**src/hdl/fse_pkg.sv**
```systemverilog
// Constants, types and carriers for the float status/exception unit.
// Assumes one clock domain; all event inputs come from the FPU datapath.
package fse_pkg;
    // Register byte addresses
    localparam logic [3:0] ADDR_STATUS = 4'h0;
    localparam logic [3:0] ADDR_CODE = 4'h4;
    localparam logic [3:0] ADDR_ADDR = 4'h8;
    // Status bit positions
    localparam int B_ERR = 15;
    localparam int B_TDIS = 14;
    localparam int B_UV = 11;
    localparam int B_UNF = 10;
    localparam int B_OVF = 9;
    localparam int B_IC = 8;
    localparam int B_DBL = 7;
    localparam int B_LONG = 6;
    localparam int B_CHOP = 5;
    localparam int B_MAINT = 4;
    localparam int B_NEG = 3;
    localparam int B_ZERO = 2;
    localparam int B_VFLAG = 1;
    localparam int B_CARRY = 0;
    localparam logic [15:0] STATUS_RST = 16'h0000;
    localparam logic [15:0] STATUS_WMASK = 16'hCFFF;
    // Exception codes
    localparam logic [3:0] EC_NONE = 4'h0;
    localparam logic [3:0] EC_OPCODE = 4'h2;
    localparam logic [3:0] EC_DIV0 = 4'h4;
    localparam logic [3:0] EC_ICONV = 4'h6;
    localparam logic [3:0] EC_OVF = 4'h8;
    localparam logic [3:0] EC_UNF = 4'hA;
    localparam logic [3:0] EC_UNDEF = 4'hC;
    localparam logic [3:0] EC_MAINT = 4'hE;
    // Shared trap vector, 244 octal
    localparam logic [15:0] TRAP_VECTOR = 16'h00A4;
    // Operand addressing
    localparam logic [2:0] MODE_DIRECT_AC = 3'h0;
    localparam logic [3:0] STEP_SINGLE = 4'h4;
    localparam logic [3:0] STEP_DOUBLE = 4'h8;
    localparam logic [2:0] AC_MEM_MASK = 3'h3;
    localparam int SHORT_INT_W = 16;
    localparam int LONG_INT_W = 32;
    localparam int CONV_W = 40;
    // Float word fields
    localparam int SIGN_BIT = 63;
    localparam int EXP_HI = 62;
    localparam int EXP_LO = 55;

    typedef enum logic [3:0] {
        OP_ADD, OP_SUB, OP_MUL, OP_DIV, OP_CMP, OP_MOD, OP_NEG, OP_ABS,
        OP_TST, OP_LOAD, OP_CONV, OP_OTHER
    } fse_op_t;

    typedef enum logic {
        PH_OPERAND, PH_DONE
    } fse_phase_t;

    // One report from the datapath per instruction phase
    typedef struct packed {
        logic valid;
        fse_phase_t phase;
        fse_op_t op;
        logic [15:0] instr_addr;
        logic [2:0] mode;
        logic [2:0] ac;
        logic op_sign;
        logic [7:0] op_exp;
        logic illegal_op;
        logic div_zero;
        logic maint_trap;
        logic overflow;
        logic underflow;
        logic carry;
        logic [63:0] result;
        logic signed [CONV_W-1:0] conv_int;
    } fse_evt_t;

    // Registered answer back to the datapath
    typedef struct packed {
        logic valid;
        logic abort;
        logic [63:0] result;
        logic [2:0] ac_sel;
        logic [3:0] step;
        logic dbl;
        logic long_int;
        logic chop;
    } fse_ans_t;
endpackage

```
**src/hdl/fse_status_exc.sv**
```systemverilog
// Float status word, exception code/address and trap request logic.
// Assumes datapath reports arrive on clk_i; registers over Avalon-MM.
//
// Behaviour
// - Memory -0 operand of listed ops traps when undefined-operand trap enabled.
// - -0 trap before execution, except negate and absolute trap afterwards.
// - No -0 trap when disabled, or for accumulator operands in mode 0.
// - Enabled underflow traps, keeps fraction and wrapped low exponent bits.
// - Disabled underflow: no trap, result is exact zero.
// - Enabled overflow traps, keeps fraction with exponent wrapped low.
// - Disabled overflow: no trap, result is exact zero.
// - Failed integer conversion stores zero; traps only if enabled.
// - Conversion fails when integer exceeds selected short or long width.
// - Precision select bit chooses double or single arithmetic.
// - Long select bit chooses 32-bit or 16-bit integers.
// - Chop select bit truncates results, else rounds.
// - Maintenance bit can only be set in kernel mode.
// - Negative, zero and overflow flags follow each operation except a negate or absolute -0 trap.
// - Carry flag records conversion carry out of the top bit.
// - All floating exceptions use one trap vector, 244 octal.
// - Code register records cause; address register the faulting instruction.
// - Code and address update only on qualifying exceptions.
// - Global trap disable does not stop code and address recording.
// - Code and address registers are read-only to software.
// - Mode 0 reaches six accumulators, others four; step by 4 or 8.
// - Rounded equals chopped plus one LSB when first dropped bit set.
// - Global trap disable blocks every trap, other actions remain.
// - Error flag set on qualifying exceptions, cleared only by load or reset.
//
// The Avalon-MM slave port and the address map were left to the implementer.
`timescale 1ns/1ps
module fse_status_exc #(
    parameter int FRAC_W = 56
) (
    // Clock and reset
    input wire logic clk_i,
    input wire logic rst_i,
    // Avalon-MM slave
    input wire logic [3:0] avs_address_i,
    input wire logic avs_read_i,
    input wire logic avs_write_i,
    input wire logic [31:0] avs_writedata_i,
    output logic [31:0] avs_readdata_o,
    output logic avs_waitrequest_o,
    // Host processor
    input wire logic cpu_kernel_i,
    input wire logic trap_ack_i,
    output logic trap_req_o,
    output logic [15:0] trap_vector_o,
    // Datapath reports and answers
    input wire fse_pkg::fse_evt_t evt_i,
    output fse_pkg::fse_ans_t ans_o,
    // Rounding helper
    input wire logic [FRAC_W-1:0] rnd_frac_i,
    input wire logic rnd_bit_i,
    input wire logic rnd_valid_i,
    output logic [FRAC_W-1:0] rnd_frac_o,
    output logic rnd_valid_o
);
    import fse_pkg::*;

    if (FRAC_W < 24 || FRAC_W > 64) begin : g_frac_check
        $error("FRAC_W out of range");
    end

    logic [15:0] status_q;
    logic [3:0] code_q;
    logic [15:0] eaddr_q;
    logic ack_q;
    logic [31:0] rdata_q;
    logic trap_q;

    // Operations that check memory operands for -0
    function automatic logic checks_minus0(input fse_op_t op);
        unique case (op)
            OP_ADD, OP_SUB, OP_MUL, OP_DIV, OP_CMP, OP_MOD, OP_NEG, OP_ABS,
            OP_TST, OP_LOAD: checks_minus0 = 1'b1;
            default: checks_minus0 = 1'b0;
        endcase
    endfunction

    function automatic logic late_trap(input fse_op_t op);
        late_trap = (op == OP_NEG) || (op == OP_ABS);
    endfunction

    // Signed value fits in w bits
    function automatic logic fits(input logic signed [CONV_W-1:0] v, input int w);
        logic signed [CONV_W-1:0] lim;
        lim = CONV_W'(1) <<< (w - 1);
        fits = (v < lim) && (v >= -lim);
    endfunction

    // Bus decode
    logic bus_req;
    logic wr_status;
    logic [31:0] rd_mux;
    assign bus_req = avs_read_i | avs_write_i;
    assign avs_waitrequest_o = bus_req & ~ack_q;
    assign wr_status = avs_write_i & ack_q & (avs_address_i == ADDR_STATUS);
    assign avs_readdata_o = rdata_q;

    always_comb begin
        unique case (avs_address_i)
            ADDR_STATUS: rd_mux = {16'h0000, status_q};
            ADDR_CODE: rd_mux = {28'h0000000, code_q};
            ADDR_ADDR: rd_mux = {16'h0000, eaddr_q};
            default: rd_mux = 32'h00000000;
        endcase
    end

    // One wait state per access
    always_ff @(posedge clk_i or posedge rst_i) begin
        if (rst_i) begin
            ack_q <= 1'b0;
        end else begin
            ack_q <= bus_req & ~ack_q;
        end
    end

    always_ff @(posedge clk_i or posedge rst_i) begin
        if (rst_i) begin
            rdata_q <= 32'h00000000;
        end else if (avs_read_i && !ack_q) begin
            rdata_q <= rd_mux;
        end
    end

    // Exception evaluation
    logic from_mem;
    logic minus0_hit;
    logic pre_trap;
    logic post_uv;
    logic conv_fail;
    logic ovf_en;
    logic unf_en;
    logic ic_en;
    logic uv_en;
    logic done;
    logic qualify;
    logic [3:0] cause;
    logic [63:0] res_word;
    logic res_zero;
    logic res_neg;

    assign uv_en = status_q[B_UV];
    assign ovf_en = status_q[B_OVF];
    assign unf_en = status_q[B_UNF];
    assign ic_en = status_q[B_IC];
    assign done = evt_i.valid && (evt_i.phase == PH_DONE);
    // Accumulator operands never count as -0 sources
    assign from_mem = (evt_i.mode != MODE_DIRECT_AC);
    assign minus0_hit = uv_en && from_mem && evt_i.op_sign && (evt_i.op_exp == 8'h00)
        && checks_minus0(evt_i.op);
    assign pre_trap = evt_i.valid && (evt_i.phase == PH_OPERAND) && minus0_hit
        && !late_trap(evt_i.op);
    assign post_uv = done && minus0_hit && late_trap(evt_i.op);
    assign conv_fail = (evt_i.op == OP_CONV) && (status_q[B_LONG]
        ? !fits(evt_i.conv_int, LONG_INT_W) : !fits(evt_i.conv_int, SHORT_INT_W));

    // Priority of causes within one report
    always_comb begin
        cause = EC_NONE;
        if (pre_trap || post_uv) begin
            cause = EC_UNDEF;
        end else if (done) begin
            if (evt_i.illegal_op) begin
                cause = EC_OPCODE;
            end else if (evt_i.div_zero) begin
                cause = EC_DIV0;
            end else if (conv_fail && ic_en) begin
                cause = EC_ICONV;
            end else if (evt_i.overflow && ovf_en) begin
                cause = EC_OVF;
            end else if (evt_i.underflow && unf_en) begin
                cause = EC_UNF;
            end else if (evt_i.maint_trap && status_q[B_MAINT]) begin
                cause = EC_MAINT;
            end
        end
    end
    assign qualify = (cause != EC_NONE);

    // Code and address: no software write path
    always_ff @(posedge clk_i or posedge rst_i) begin
        if (rst_i) begin
            code_q <= EC_NONE;
            eaddr_q <= 16'h0000;
        end else if (qualify) begin
            code_q <= cause;
            eaddr_q <= evt_i.instr_addr;
        end
    end

    // Status word
    logic [15:0] wr_val;
    always_comb begin
        wr_val = avs_writedata_i[15:0] & STATUS_WMASK;
        if (!cpu_kernel_i) begin
            wr_val[B_MAINT] = status_q[B_MAINT];
        end
    end

    always_ff @(posedge clk_i or posedge rst_i) begin
        if (rst_i) begin
            status_q <= STATUS_RST;
        end else begin
            if (wr_status) begin
                status_q <= wr_val;
            end
            if (done && !post_uv) begin
                status_q[B_NEG] <= res_neg;
                status_q[B_ZERO] <= res_zero;
                status_q[B_VFLAG] <= evt_i.overflow;
                status_q[B_CARRY] <= (evt_i.op == OP_CONV) && evt_i.carry;
            end
            // Set wins over a simultaneous load
            if (qualify) begin
                status_q[B_ERR] <= 1'b1;
            end
        end
    end

    // Result fix-up
    always_comb begin
        res_word = evt_i.result;
        if (evt_i.underflow && !unf_en) begin
            res_word = 64'h0000000000000000;
        end
        if (evt_i.overflow && !ovf_en) begin
            res_word = 64'h0000000000000000;
        end
        if (evt_i.op == OP_CONV && conv_fail) begin
            res_word = 64'h0000000000000000;
        end
    end
    // Conversions return an integer, so zero comes from the whole word and sign from conv_int
    assign res_zero = (evt_i.op == OP_CONV) ? (res_word == '0)
        : (res_word[EXP_HI:EXP_LO] == '0);
    assign res_neg = (evt_i.op == OP_CONV) ? (evt_i.conv_int[CONV_W-1] && !conv_fail)
        : (!res_zero && res_word[SIGN_BIT]);

    // Answer to the datapath
    always_ff @(posedge clk_i or posedge rst_i) begin
        if (rst_i) begin
            ans_o <= '0;
        end else begin
            ans_o.valid <= evt_i.valid;
            ans_o.abort <= pre_trap;
            ans_o.dbl <= status_q[B_DBL];
            ans_o.long_int <= status_q[B_LONG];
            ans_o.chop <= status_q[B_CHOP];
            if (done) begin
                ans_o.result <= res_word;
            end
            if (evt_i.valid) begin
                ans_o.ac_sel <= from_mem ? (evt_i.ac & AC_MEM_MASK) : evt_i.ac;
                ans_o.step <= status_q[B_DBL] ? STEP_DOUBLE : STEP_SINGLE;
            end
        end
    end

    // Rounding: chop drops the rounding bit, round adds it in
    always_ff @(posedge clk_i or posedge rst_i) begin
        if (rst_i) begin
            rnd_frac_o <= '0;
            rnd_valid_o <= 1'b0;
        end else begin
            rnd_valid_o <= rnd_valid_i;
            if (rnd_valid_i) begin
                rnd_frac_o <= (!status_q[B_CHOP] && rnd_bit_i)
                    ? FRAC_W'(rnd_frac_i + 1'b1) : rnd_frac_i;
            end
        end
    end

    // Trap request held until acknowledged; global disable blocks it
    always_ff @(posedge clk_i or posedge rst_i) begin
        if (rst_i) begin
            trap_q <= 1'b0;
        end else if (qualify && !status_q[B_TDIS]) begin
            trap_q <= 1'b1;
        end else if (trap_ack_i) begin
            trap_q <= 1'b0;
        end
    end
    assign trap_req_o = trap_q;
    assign trap_vector_o = TRAP_VECTOR;

endmodule // fse_status_exc

```
**config.mk**
```make
export PLATFORM = sky130hd
export DESIGN_NAME = fse_status_exc
export DESIGN_NICKNAME = d
export VERILOG_FILES = /design/src/hdl/fse_pkg.sv /design/src/hdl/fse_status_exc.sv
export SDC_FILE = /design/constraint.sdc
export NUM_CORES = 1
export LEC_CHECK = 0
export ABC_AREA = 1
export BUFFER_PORTS_ARGS = -buffer_cell sky130_fd_sc_hd__clkbuf_2
export CAP_MARGIN = 20
export CELL_PAD_IN_SITES_DETAIL_PLACEMENT = 1
export CELL_PAD_IN_SITES_GLOBAL_PLACEMENT = 1
export CORE_UTILIZATION = 36
export CTS_CLUSTER_DIAMETER = 200
export CTS_CLUSTER_SIZE = 10
export DETAILED_ROUTE_END_ITERATION = 16
export GPL_ROUTABILITY_DRIVEN = 0
export GPL_TIMING_DRIVEN = 0
export PLACE_DENSITY = 0.89
export SLEW_MARGIN = 15
export SYNTH_ARGS = -nofsm -noshare
export SYNTH_HDL_FRONTEND = slang
export SYNTH_SLANG_ARGS = --single-unit
```
**constraint.sdc**
```tcl
create_clock -name clk_i -period 14.87 [get_ports clk_i]
set_input_delay 2.974 -clock clk_i [delete_from_list [all_inputs] [get_ports clk_i]]
set_output_delay 2.974 -clock clk_i [all_outputs]
set_load 0.005 [all_outputs]
```
==> results of run 1 <==
kinds of logic (layout without fill, tap and decap cells):
| kind of cell | Yosys count | count (layout) | synth area share (%) |
|---|---|---|---|
| xor+xnor | 41 | 41 | 3.65 |
| compound gates | 168 | 168 | 9.26 |
| flops | 182 | 182 | 46.3 |
| fa+ha+maj | 1 | 1 | 0.127 |
| other cells | 2 | 34 | 0.0764 |
| buf+inv | 237 | 632 | 10.6 |
| mux | 1 | 1 | 0.115 |
| simple gates | 680 | 680 | 29.9 |
state kept, by name (all words and copies together), names as in the netlist:
name,flops
rnd_valid_o,1
eaddr_q,16
trap_req_o,1
ack_q,1
ans_o,74
status_q,14
avs_readdata_o,16
rnd_frac_o,56
code_q,3
stage by stage:
step | hold WS, ps | instances | cell area (um^2) | setup slack, ps | utilization, %
2_1_floorplan | 369 | 1344 | 9950 | 6950 | -
3_3_place_gp | 380 | 2047 | 12200 | 4750 | 45.4
3_5_place_dp | 383 | 2048 | 12200 | 8450 | 45.5
4_1_cts | 398 | 2080 | 12800 | 8450 | 47.8
5_1_grt | 422 | 2080 | 12800 | 8410 | 47.8
6_report | 394 | 2080 | 12800 | 8460 | 47.8
worst max-delay path: stages:
cell      delay, ps
clkbuf_2         80
inv_1            50
a21oi_1         190
clkbuf_2        150
area by class of cell:
cell class              instances  share of cell area (%)
plain buffers                  85                    3.67
clock buffers                  17                    3.31
clock inverters                15                    1.42
inverters                     152                    4.51
multi-input cells             925                    33.9
flip-flops and latches        182                    35.5
well taps                     341                    3.32
repair buffers                363                    14.3
power by group through the flow:
stage	sequential (uW)	combinational [uW]	clock (uW)
6_report	600	305	469
5_1_grt	608	341	496
4_1_cts	600	307	478
3_5_place_dp	609	305	0
3_3_place_gp	607	292	0
2_1_floorplan	605	152	0
per-layer routing:
metal | track usage (%) | vias to the layer above
li1 | - | 4918
met1 | 30.1 | 5016
met2 | 47.4 | 369
met3 | 5.58 | 68
met4 | 9.97 | 0
met5 | 0 | -
how the worst min path moves through the flow:
stage	startpoint	to	slack [ps]	depth (start not counted)
2_1_floorplan	status_q[7]	ans_o[2]	370	0
3_3_place_gp	status_q[5]	ans_o[0]	380	0
3_5_place_dp	status_q[5]	ans_o[0]	380	0
4_1_cts	status_q[6]	ans_o[1]	400	0
5_1_grt	status_q[6]	ans_o[1]	420	0
6_report	status_q[6]	ans_o[1]	390	0
synth_stat cells (all sizes together):
| cell | count |
|---|---|
| and3 | 2 |
| o21ai | 119 |
| a21oi | 16 |
| clkbuf | 32 |
| buf | 53 |
| clkinv | 2 |
| o41ai | 2 |
| a31oi | 4 |
| nand3 | 89 |
| or3 | 1 |
| nand2 | 388 |
| ha | 1 |
| or2 | 2 |
| o21bai | 1 |
| o31ai | 2 |
| a22o | 1 |
| xnor2 | 9 |
| o22ai | 13 |
| or4 | 1 |
| dfrtp | 182 |
| nor4 | 11 |
| a31o | 1 |
| inv | 150 |
| a221oi | 3 |
| nor2 | 150 |
| mux2 | 1 |
| nor3b | 1 |
| o211ai | 6 |
| nand4 | 15 |
| conb | 2 |
| nor3 | 20 |
| xor2 | 32 |
==> key figures, run 1 <==
STA
  – Period utilisation layout: between 40 and 50%
  – RSZ-0062 raised after global routing: false
  – Final setup viols: 0
  – Clock skew: 17.4 ps
  – Slew Viols, Final: 0
  – Final count of hold timing violations: 0
  – Slew margin rel.: between 40 and 50%
  – Slew @ Worst Pin: 783 ps
  – Fin crit period: 6410 ps
  – Achievable Freq: 156 MHz
  – Setup TNS after final layout: 0 ps

Clock network
  – TritonCTS Buffers: 17
  – Max clock buf depth: 2
  – CTS clk-pin slew, worst paths: 80 ps
  – Root Buffer: clkbuf_16
  – CTS Sinks: 182
  – Worst skew pair latency: 430 ps
  – Post-CTS sizing: 0
  – CTS tree: yes
  – H-tree Lvls: 4
  – Hold_buf cts: 0
  – Setup Fix Bufs, Post-CTS: 0

Worst setup path
  – FF-to-FF path depth: 16
  – Reg2reg start: status_q[10]
  – Crit Path Category: input port to output port
  – FF-to-FF setup slack: 12110 ps
  – CP Capture Type: output port
  – Reg2reg end: status_q[3]
  – CP arrival: 3440 ps
  – Critical Path Sink: avs_waitrequest_o
  – WP data required: 11900 ps
  – Worst-path fanout max: 2
  – Worst setup SP type: input port
  – Start point of the critical path: avs_read_i

Layout
  – Layout cells sized above 1: around 28%
  – Final net count: 1974
  – Diodes inserted: 0
  – Commonest non-fill, non-tap cell in the layout: nand2_1
  – Most frequent cells in the layout: nand2_1 (381), clkbuf_2 (362), dfrtp_1 (182), inv_1 (140), nor2_1 (136)
  – Fill cells: between 3000 and 4000
  – Layout area overhead: 30.5%
  – Area of the multi-input gates: 0.00436 mm^2
  – Register Area: 0.00455 mm^2

Power and ir drop
  – Worst VDD drop: 0.0000550 V
  – Net Switching: 469 uW
  – Total power: 1370 uW
  – Flop pwr share: 43.7%
  – Static Leak: 0.00696 uW
  – Cell Int Power: 905 uW
  – Combinational share of power: 22.2%
  – Sw frac: around a third
  – Clock share of power: approximately a third
  – Pwr dens: roughly 110 mW/mm^2

Floorplanning
  – Core ar.: 0.0269 mm^2
  – Die Width: 167 um
  – DIE AREA: between 0.02 and 0.03 mm^2
  – Rows: 60
  – IO Pins: between 400 and 500
  – Starting density of the core: 36.6%
  – Die Height: between 150 and 200 um

Detailed routing
  – Routed WL: 36.2 mm
  – Iteration-0 DRC Markers: approximately 650
  – Routed vias/inst: 4.99
  – Met2 routed WL: roughly 18 mm
  – DRC Markers: 0
  – First-pass DRT Iterations: 5
  – Highest Signal Layer: met4
  – Wl on met1: about 15 mm
  – Vias: 10371
  – Met3 Wirelength: 2.21 mm
  – Routed len/inst: 17.4 um
  – Routed Antenna Nets: 0

Yosys
  – Post-synthesis sequential area ratio: 46.3%
  – Cell variety after synth: 47
  – Syn avg cell area: 7.49 um^2
  – Top cell type's share of synthesized area: 46.3%
  – Synth Warn #: 0
  – Synth Instances: 1312
  – Main area contributors after synthesis: dfrtp_1 (46%), nand2_1 (15%), o21ai_0 (5.4%)
  – Post-synth top area cell: dfrtp_1
  – Flops & latches, synth: 182
  – Post-Syn Area: 0.00983 mm^2

Placement
  – DP HPWL: roughly 29 mm
  – Port buffer count: 362

Min path
  – Hold Crit Class: register to register

Global routing
  – GRT overflow: 0
  – First-pass GRT wire length: about 58 mm
  – Vias in the first global route: between 10000 and 15000
  – Gr usage total: a little over a quarter
  – Antenna violations before repair: 0
  – Largest net degree at the start of global routing: between 100 and 150

Run
  – Max Cap Viol: 0

Outcome
  – Status: finished clean
No activity file was read; power rests on OpenSTA's default activity.
==> run 2, diff against run 1 <==
- CORE_UTILIZATION: 36 -> 30
- PLACE_DENSITY: 0.89 -> 0.79
- clock period: 14.87 -> 5.5 ns (I/O delays scaled with it)
==> run 2 against run 1 <==
First-iteration DRC count is 40% lower. Cell count is 4.7% higher. Largest power group unchanged. Core utilization is 7.1 points lower. Highest routed layer is now met5.
==> key figures, run 2 (synthesis gave the netlist of run 1 again) <==
Outcome
  – Status: finished clean

Detailed routing
  – Routed len/inst: 17.3 um (-0.77%)
  – Routed vias/inst: 4.75 (-4.7%)
  – First-pass DRT Iterations: 5 (unchanged)
  – Routed WL: 37.6 mm (+3.9%)
  – DRC Markers: 0 (unchanged)
  – Iteration-0 DRC Markers: 391 (-40%)
  – Routed Antenna Nets: 0 (unchanged)
  – Vias: 10345 (-0.25%)

Global routing
  – Vias in the first global route: 11036 (-0.045%)
  – GRT overflow: 0 (unchanged)
  – First-pass GRT wire length: 59.1 mm (+2.4%)
  – Antenna violations before repair: 1 (+1)
  – Largest net degree at the start of global routing: 35 (-68%)
  – Gr usage total: 22.6% (-3.6 points)

STA
  – Final count of hold timing violations: 0 (unchanged)
  – Slew @ Worst Pin: 759 ps (-23.8 ps)
  – Achievable Freq: 317 MHz
  – Fin crit period: about 3100 ps
  – Setup TNS after final layout: 0 ps (unchanged)
  – Final setup viols: 0 (unchanged)
  – Clock skew: 9.35 ps (-8.07 ps)
  – Hold WS: 398 ps (+3.40 ps)
  – Setup WS post-layout: 2350 ps (-6110 ps)
  – Period utilisation layout: 57.3%
  – Slew Viols, Final: 0 (unchanged)
  – Slew margin rel.: 49.0% (+1.6 points)
  – RSZ-0062 raised after global routing: false

Floorplanning
  – IO Pins: 430 (unchanged)
  – Die Width: 183 um (+9.4%)
  – DIE AREA: 0.0335 mm^2 (+20%)
  – Die Height: 183 um (+9.4%)
  – Core ar.: 0.0319 mm^2 (+19%)
  – Starting density of the core: 30.8% (-5.7 points)
  – Rows: 65 (+8.3%)

Power and ir drop
  – Net Switching: 1250 uW (+170%)
  – Clock share of power: 33.2% (-0.9 points)
  – Pwr dens: 284 mW/mm^2 (+160%)
  – Cell Int Power: 2440 uW (+170%)
  – Worst VDD drop: 0.000202 V (+270%)
  – Static Leak: 0.00697 uW (+0.18%)
  – Flop pwr share: 44.2% (+0.5 points)
  – Combinational share of power: 22.6% (+0.4 points)
  – Sw frac: 33.9% (-0.27 points)

Clock network
  – CTS Sinks: 182 (unchanged)
  – H-tree Lvls: 4 (unchanged)
  – Post-CTS sizing: 0 (unchanged)
  – Root Buffer: clkbuf_16
  – Setup Fix Bufs, Post-CTS: 0 (unchanged)
  – TritonCTS Buffers: 17 (unchanged)
  – CTS tree: yes
  – CTS clk-pin slew, worst paths: 80 ps (about the same)
  – Hold_buf cts: 0 (unchanged)
  – Worst skew pair latency: 430 ps (about the same)
  – Max clock buf depth: 2 (unchanged)

Layout
  – Diodes inserted: 0 (unchanged)
  – Largest Register: ans_o
  – Final net count: 1978 (+0.20%)
  – Design Area, Final: 0.0130 mm^2 (+1.1%)
  – Layout area overhead: 32.0%
  – Finished Core Util: 40.7% (-7.1 points)
  – Leading registers by flop count: ans_o: 74 flops, rnd_frac_o: 56 flops
  – Largest register FFs: 74 (unchanged)
  – Most frequent cells in the layout: nand2_1 (381), clkbuf_2 (362), dfrtp_1 (182), inv_1 (140), nor2_1 (136)
  – Layout cells sized above 1: 28.2% (+0.17 points)
  – Commonest non-fill, non-tap cell in the layout: nand2_1

Worst setup path
  – Critical Path, Cell by Cell: clkbuf_2 -> nand2_1 -> nand2_1 -> buf_4 -> clkbuf_1 -> nor2_1 -> o41ai_1 -> nand3_1 -> nor2_1 -> nand2_1 -> nand3_1 -> nand2_1 -> nand2_1 -> nand2_1
  – WP data required: 5830 ps (-6070 ps)
  – CP max stage delay: 550 ps (+360 ps)
  – CP most frequent cell: nand2_1
  – FF-to-FF setup slack: 2610 ps (-9500 ps)
  – CP Capture Type: register
  – CP arrival: 3480 ps (+40 ps)
  – FF-to-FF path depth: 14 (-2)
  – Crit Path Category: input port to register
  – Worst Path Buf+Inv: 3 (unchanged)
  – Worst-path fanout max: 10 (+8)
  – Worst setup SP type: input port
  – CP max-delay cell: clkbuf_1
  – Worst path top cell family by delay: simple AND/OR/NAND/NOR gates
  – Worst path depth: 14 (+10)

Placement
  – Port buffer count: 362 (unchanged)
  – Pre-CTS WS: 1910 ps (-6540 ps)
  – DP HPWL: 30.4 mm (+4.5%)
  – Placed Instance Area: 0.0124 mm^2 (+1.5%)

Min path
  – Hold Crit Class: register to register
  – WHS Path Cells: 0 (unchanged)

Run
  – Max Cap Viol: 0 (unchanged)
## run 2: power by group through the flow
| stage | Sequential [uW] | Clock (uW) | Combinational [uW] |
|---|---|---|---|
| 6_report | 1630 | 1220 | 833 |
| 5_1_grt | 1640 | 1300 | 936 |
| 4_1_cts | 1630 | 1260 | 841 |
| 3_5_place_dp | 1650 | 0 | 834 |
| 3_3_place_gp | 1640 | 0 | 800 |
| 2_1_floorplan | 1640 | 0 | 411 |
## run 2: cell type report
class | instances | area [um^2]
plain buffers | 85 | 470
fillers | 4163 | 18900
well taps | 435 | 544
clock buffers | 17 | 425
multi-input cells | 925 | 4360
flip-flops and latches | 182 | 4550
repair buffers | 367 | 1910
clock inverters | 15 | 136
inverters | 152 | 576
## run 2: worst paths after layout
check,startpoint,to
worst max-delay path,evt_i[106],status_q[3]
worst min-delay path,status_q[5],ans_o[0]
worst max register to register,status_q[9],status_q[3]
worst min register to register,status_q[5],ans_o[0]
max in group asynchronous,rst_i,ans_o[55]
min in group asynchronous,rst_i,ans_o[8]
## run 2: through the flow
stage,std cells,total power (uW)
detailed placement,2146,2490
finish,2178,3680
CTS,2178,3730
global placement,2141,2440
global route,2178,3880
floorplan,1344,2050
## run 2: metal layers
metal | global-route usage (%) | vias up | routed length, um
li1 | - | 4925 | -
met3 | 5.24 | 55 | 2530
met2 | 39.8 | 376 | 18600
met1 | 26.6 | 4987 | 15500
met4 | 8.67 | 2 | 996
met5 | 0 | - | 13
==> run 3, diff against run 2 <==
- CORE_UTILIZATION: 30 -> 33
- PLACE_DENSITY: 0.79 -> 0.82
- clock period: 5.5 -> 3.1 ns (I/O delays scaled with it)
==> run 3 against run 2 <==
Count of clock-buffer cells in the layout is the same. Total power grew 82%. Largest power group unchanged. Routed wire length down 2.8%. Sequential power up 77%. Non-clock buffer count stayed put. Largest cell class unchanged. Global-route usage is 1.5 points higher. Register-to-register slack got worse by 2300 ps. Clock skew rose by 16 ps. Via count is 0.81% lower.
==> key figures, run 3 (synthesis gave the netlist of run 1 again) <==
Clock network
  – H-tree Lvls: 4 (unchanged)
  – Worst skew pair latency: 450 ps (+20 ps)
  – Setup Fix Bufs, Post-CTS: 0 (unchanged)
  – CTS Sinks: 182 (unchanged)
  – CTS clk-pin slew, worst paths: 100 ps (+20 ps)
  – Max clock buf depth: 2 (unchanged)
  – TritonCTS Buffers: 17 (unchanged)
  – Post-CTS sizing: 0 (unchanged)
  – Root Buffer: clkbuf_16
  – Hold_buf cts: 0 (unchanged)
  – CTS tree: yes

Global routing
  – Largest net degree at the start of global routing: 36 (+2.9%)
  – Antenna violations before repair: 0 (-1)
  – Vias in the first global route: 10806 (-2.1%)
  – Gr usage total: 24.1% (+1.5 points)
  – GRT overflow: 0 (unchanged)
  – First-pass GRT wire length: 57.7 mm (-2.4%)

Layout
  – Leading registers by flop count: ans_o: 74 flops, rnd_frac_o: 56 flops
  – Largest Register: ans_o
  – Most frequent cells in the layout: nand2_1 (381), clkbuf_2 (362), dfrtp_1 (182), inv_1 (140), nor2_1 (136)
  – Final net count: 1978 (unchanged)
  – Layout area overhead: 32.0% (about the same)
  – Commonest non-fill, non-tap cell in the layout: nand2_1
  – Layout cells sized above 1: 28.2% (unchanged)
  – Final cell count without fillers: 2127 (-2.3%)
  – Diodes inserted: 0 (unchanged)
  – Largest register FFs: 74 (unchanged)

STA
  – Slew Viols, Final: 0 (unchanged)
  – RSZ-0062 raised after global routing: false
  – Slew margin rel.: 44.4% (-4.6 points)
  – Final count of hold timing violations: 0 (unchanged)
  – Setup TNS after final layout: 0 ps (unchanged)
  – Period utilisation layout: 89.6%
  – Fin crit period: 2780 ps
  – Hold WS: 254 ps (-144 ps)
  – Slew @ Worst Pin: 828 ps (+69.0 ps)
  – Final setup viols: 0 (unchanged)
  – Achievable Freq: 360 MHz
  – Clock skew: 25.3 ps (+16.0 ps)

Power and ir drop
  – Static Leak: 0.00701 uW (+0.54%)
  – Combinational share of power: 22.1% (-0.5 points)
  – Pwr dens: 516 mW/mm^2 (+82%)
  – Worst VDD drop: 0.000345 V (+71%)
  – Sw frac: 34.5% (+0.64 points)
  – Cell Int Power: 4390 uW (+80%)
  – Net Switching: 2310 uW (+85%)
  – Clock share of power: 34.9% (+1.7 points)
  – Flop pwr share: 43.0% (-1.2 points)

Floorplanning
  – IO Pins: 430 (unchanged)
  – Rows: 62 (-4.6%)
  – Core ar.: 0.0290 mm^2 (-9.0%)
  – Die Width: 175 um (-4.6%)
  – DIE AREA: 0.0305 mm^2 (-9.0%)
  – Die Height: 175 um (-4.6%)
  – Starting density of the core: 33.9% (+3.0 points)

Worst setup path
  – CP Capture Type: register
  – WP data required: 3420 ps (-2410 ps)
  – CP max-delay cell: clkbuf_1
  – Critical Path, Cell by Cell: inv_1 -> nand2_1 -> nand2_1 -> buf_4 -> clkbuf_1 -> nor2_1 -> o41ai_1 -> nand3_1 -> nor2_1 -> nand2_1 -> nand3_1 -> nand2_1 -> nand2_1 -> nand2_1
  – Reg2reg end: status_q[3]
  – CP arrival: 3100 ps (-380 ps)
  – Critical Path Sink: status_q[3]
  – Worst path depth: 14 (unchanged)
  – Reg2reg start: status_q[10]
  – Worst-path fanout max: 10 (unchanged)
  – Start point of the critical path: status_q[10]
  – FF-to-FF path depth: 14 (unchanged)
  – Worst path top cell family by delay: simple AND/OR/NAND/NOR gates
  – Worst setup SP type: register
  – FF-to-FF setup slack: 320 ps (-2290 ps)
  – CP max stage delay: 580 ps (+30 ps)
  – CP most frequent cell: nand2_1
  – Worst Path Buf+Inv: 3 (unchanged)
  – Crit Path Category: register to register

Placement
  – Port buffer count: 362 (unchanged)
  – Post-Place Cells: 2095 (-2.4%)
  – DP HPWL: 29.4 mm (-3.2%)

Detailed routing
  – Iteration-0 DRC Markers: 564 (+44%)
  – Routed vias/inst: 4.82 (+1.6%)
  – First-pass DRT Iterations: 5 (unchanged)
  – Routed Antenna Nets: 0 (unchanged)
  – DRC Markers: 0 (unchanged)
  – Vias: 10261 (-0.81%)
  – Routed len/inst: 17.2 um (-0.43%)
  – Routed WL: 36.6 mm (-2.8%)

Run
  – Max Cap Viol: 0 (unchanged)

Outcome
  – Status: finished clean

Min path
  – Hold Crit Class: input port to async pin
## run 3: cell types whose count changed in the layout (fill, tap and decap cells not counted), sizes merged
cell and delta:
clkinvlp -3, clkinv +2, inv +1
## run 3: worst min-delay path by stage
stage | endpoint | startpoint
floorplan | ans_o[2] | status_q[7]
global placement | ans_o[0] | status_q[5]
detailed placement | ans_o[1] | status_q[6]
CTS | ans_o[8] | rst_i
global route | ans_o[8] | rst_i
finish | ans_o[8] | rst_i
## run 3: power groups by stage
stage | clock [uW] | combinational, uW | sequential, uW
floorplan | 0 | 730 | 2900
global placement | 0 | 1420 | 2910
detailed placement | 0 | 1480 | 2930
CTS | 2370 | 1490 | 2880
global route | 2460 | 1660 | 2920
finish | 2340 | 1480 | 2880
## run 3: worst register-to-register path, delay by kind of cell, from the launching register on
kind                   cells  cell delay, ps
AOI/OAI and AO/OA          1             480
buffers and inverters      3             870
DFF                        1             390
and+or+nand+nor           10             940
## run 3: final cells by class
cell class                      count  area (um^2)
Clock inverter                     15          209
Timing Repair Buffer              367         1910
Buffer                             85          470
Sequential cell                   182         4550
Clock buffer                       17          425
Inverter                          152          576
Multi-Input combinational cell    925         4360
Fill cell                        3777        16000
Tap cell                          384          480
## run 3: routing by layer
metal / GRT usage, % / up-vias / part of all wire, %
li1: - / 4920 / -
met1: 29.3 / 4925 / 42
met2: 42.4 / 352 / 50
met3: 5.16 / 64 / 6.0
met4: 7.97 / 0 / 2.7
met5: 0 / - / 0
## run 3: metrics by stage
stage | setup WS [ps] | total power, uW | cell area [um^2] | util, %
finish | 323 | 6700 | 13000 | 44.8
global route | 45.8 | 7030 | 13000 | 44.8
CTS | 284 | 6740 | 13000 | 44.8
detailed placement | 54.9 | 4400 | 12300 | 42.6
global placement | -1150 | 4330 | 12200 | 42.2
floorplan | 143 | 3630 | 9960 | -
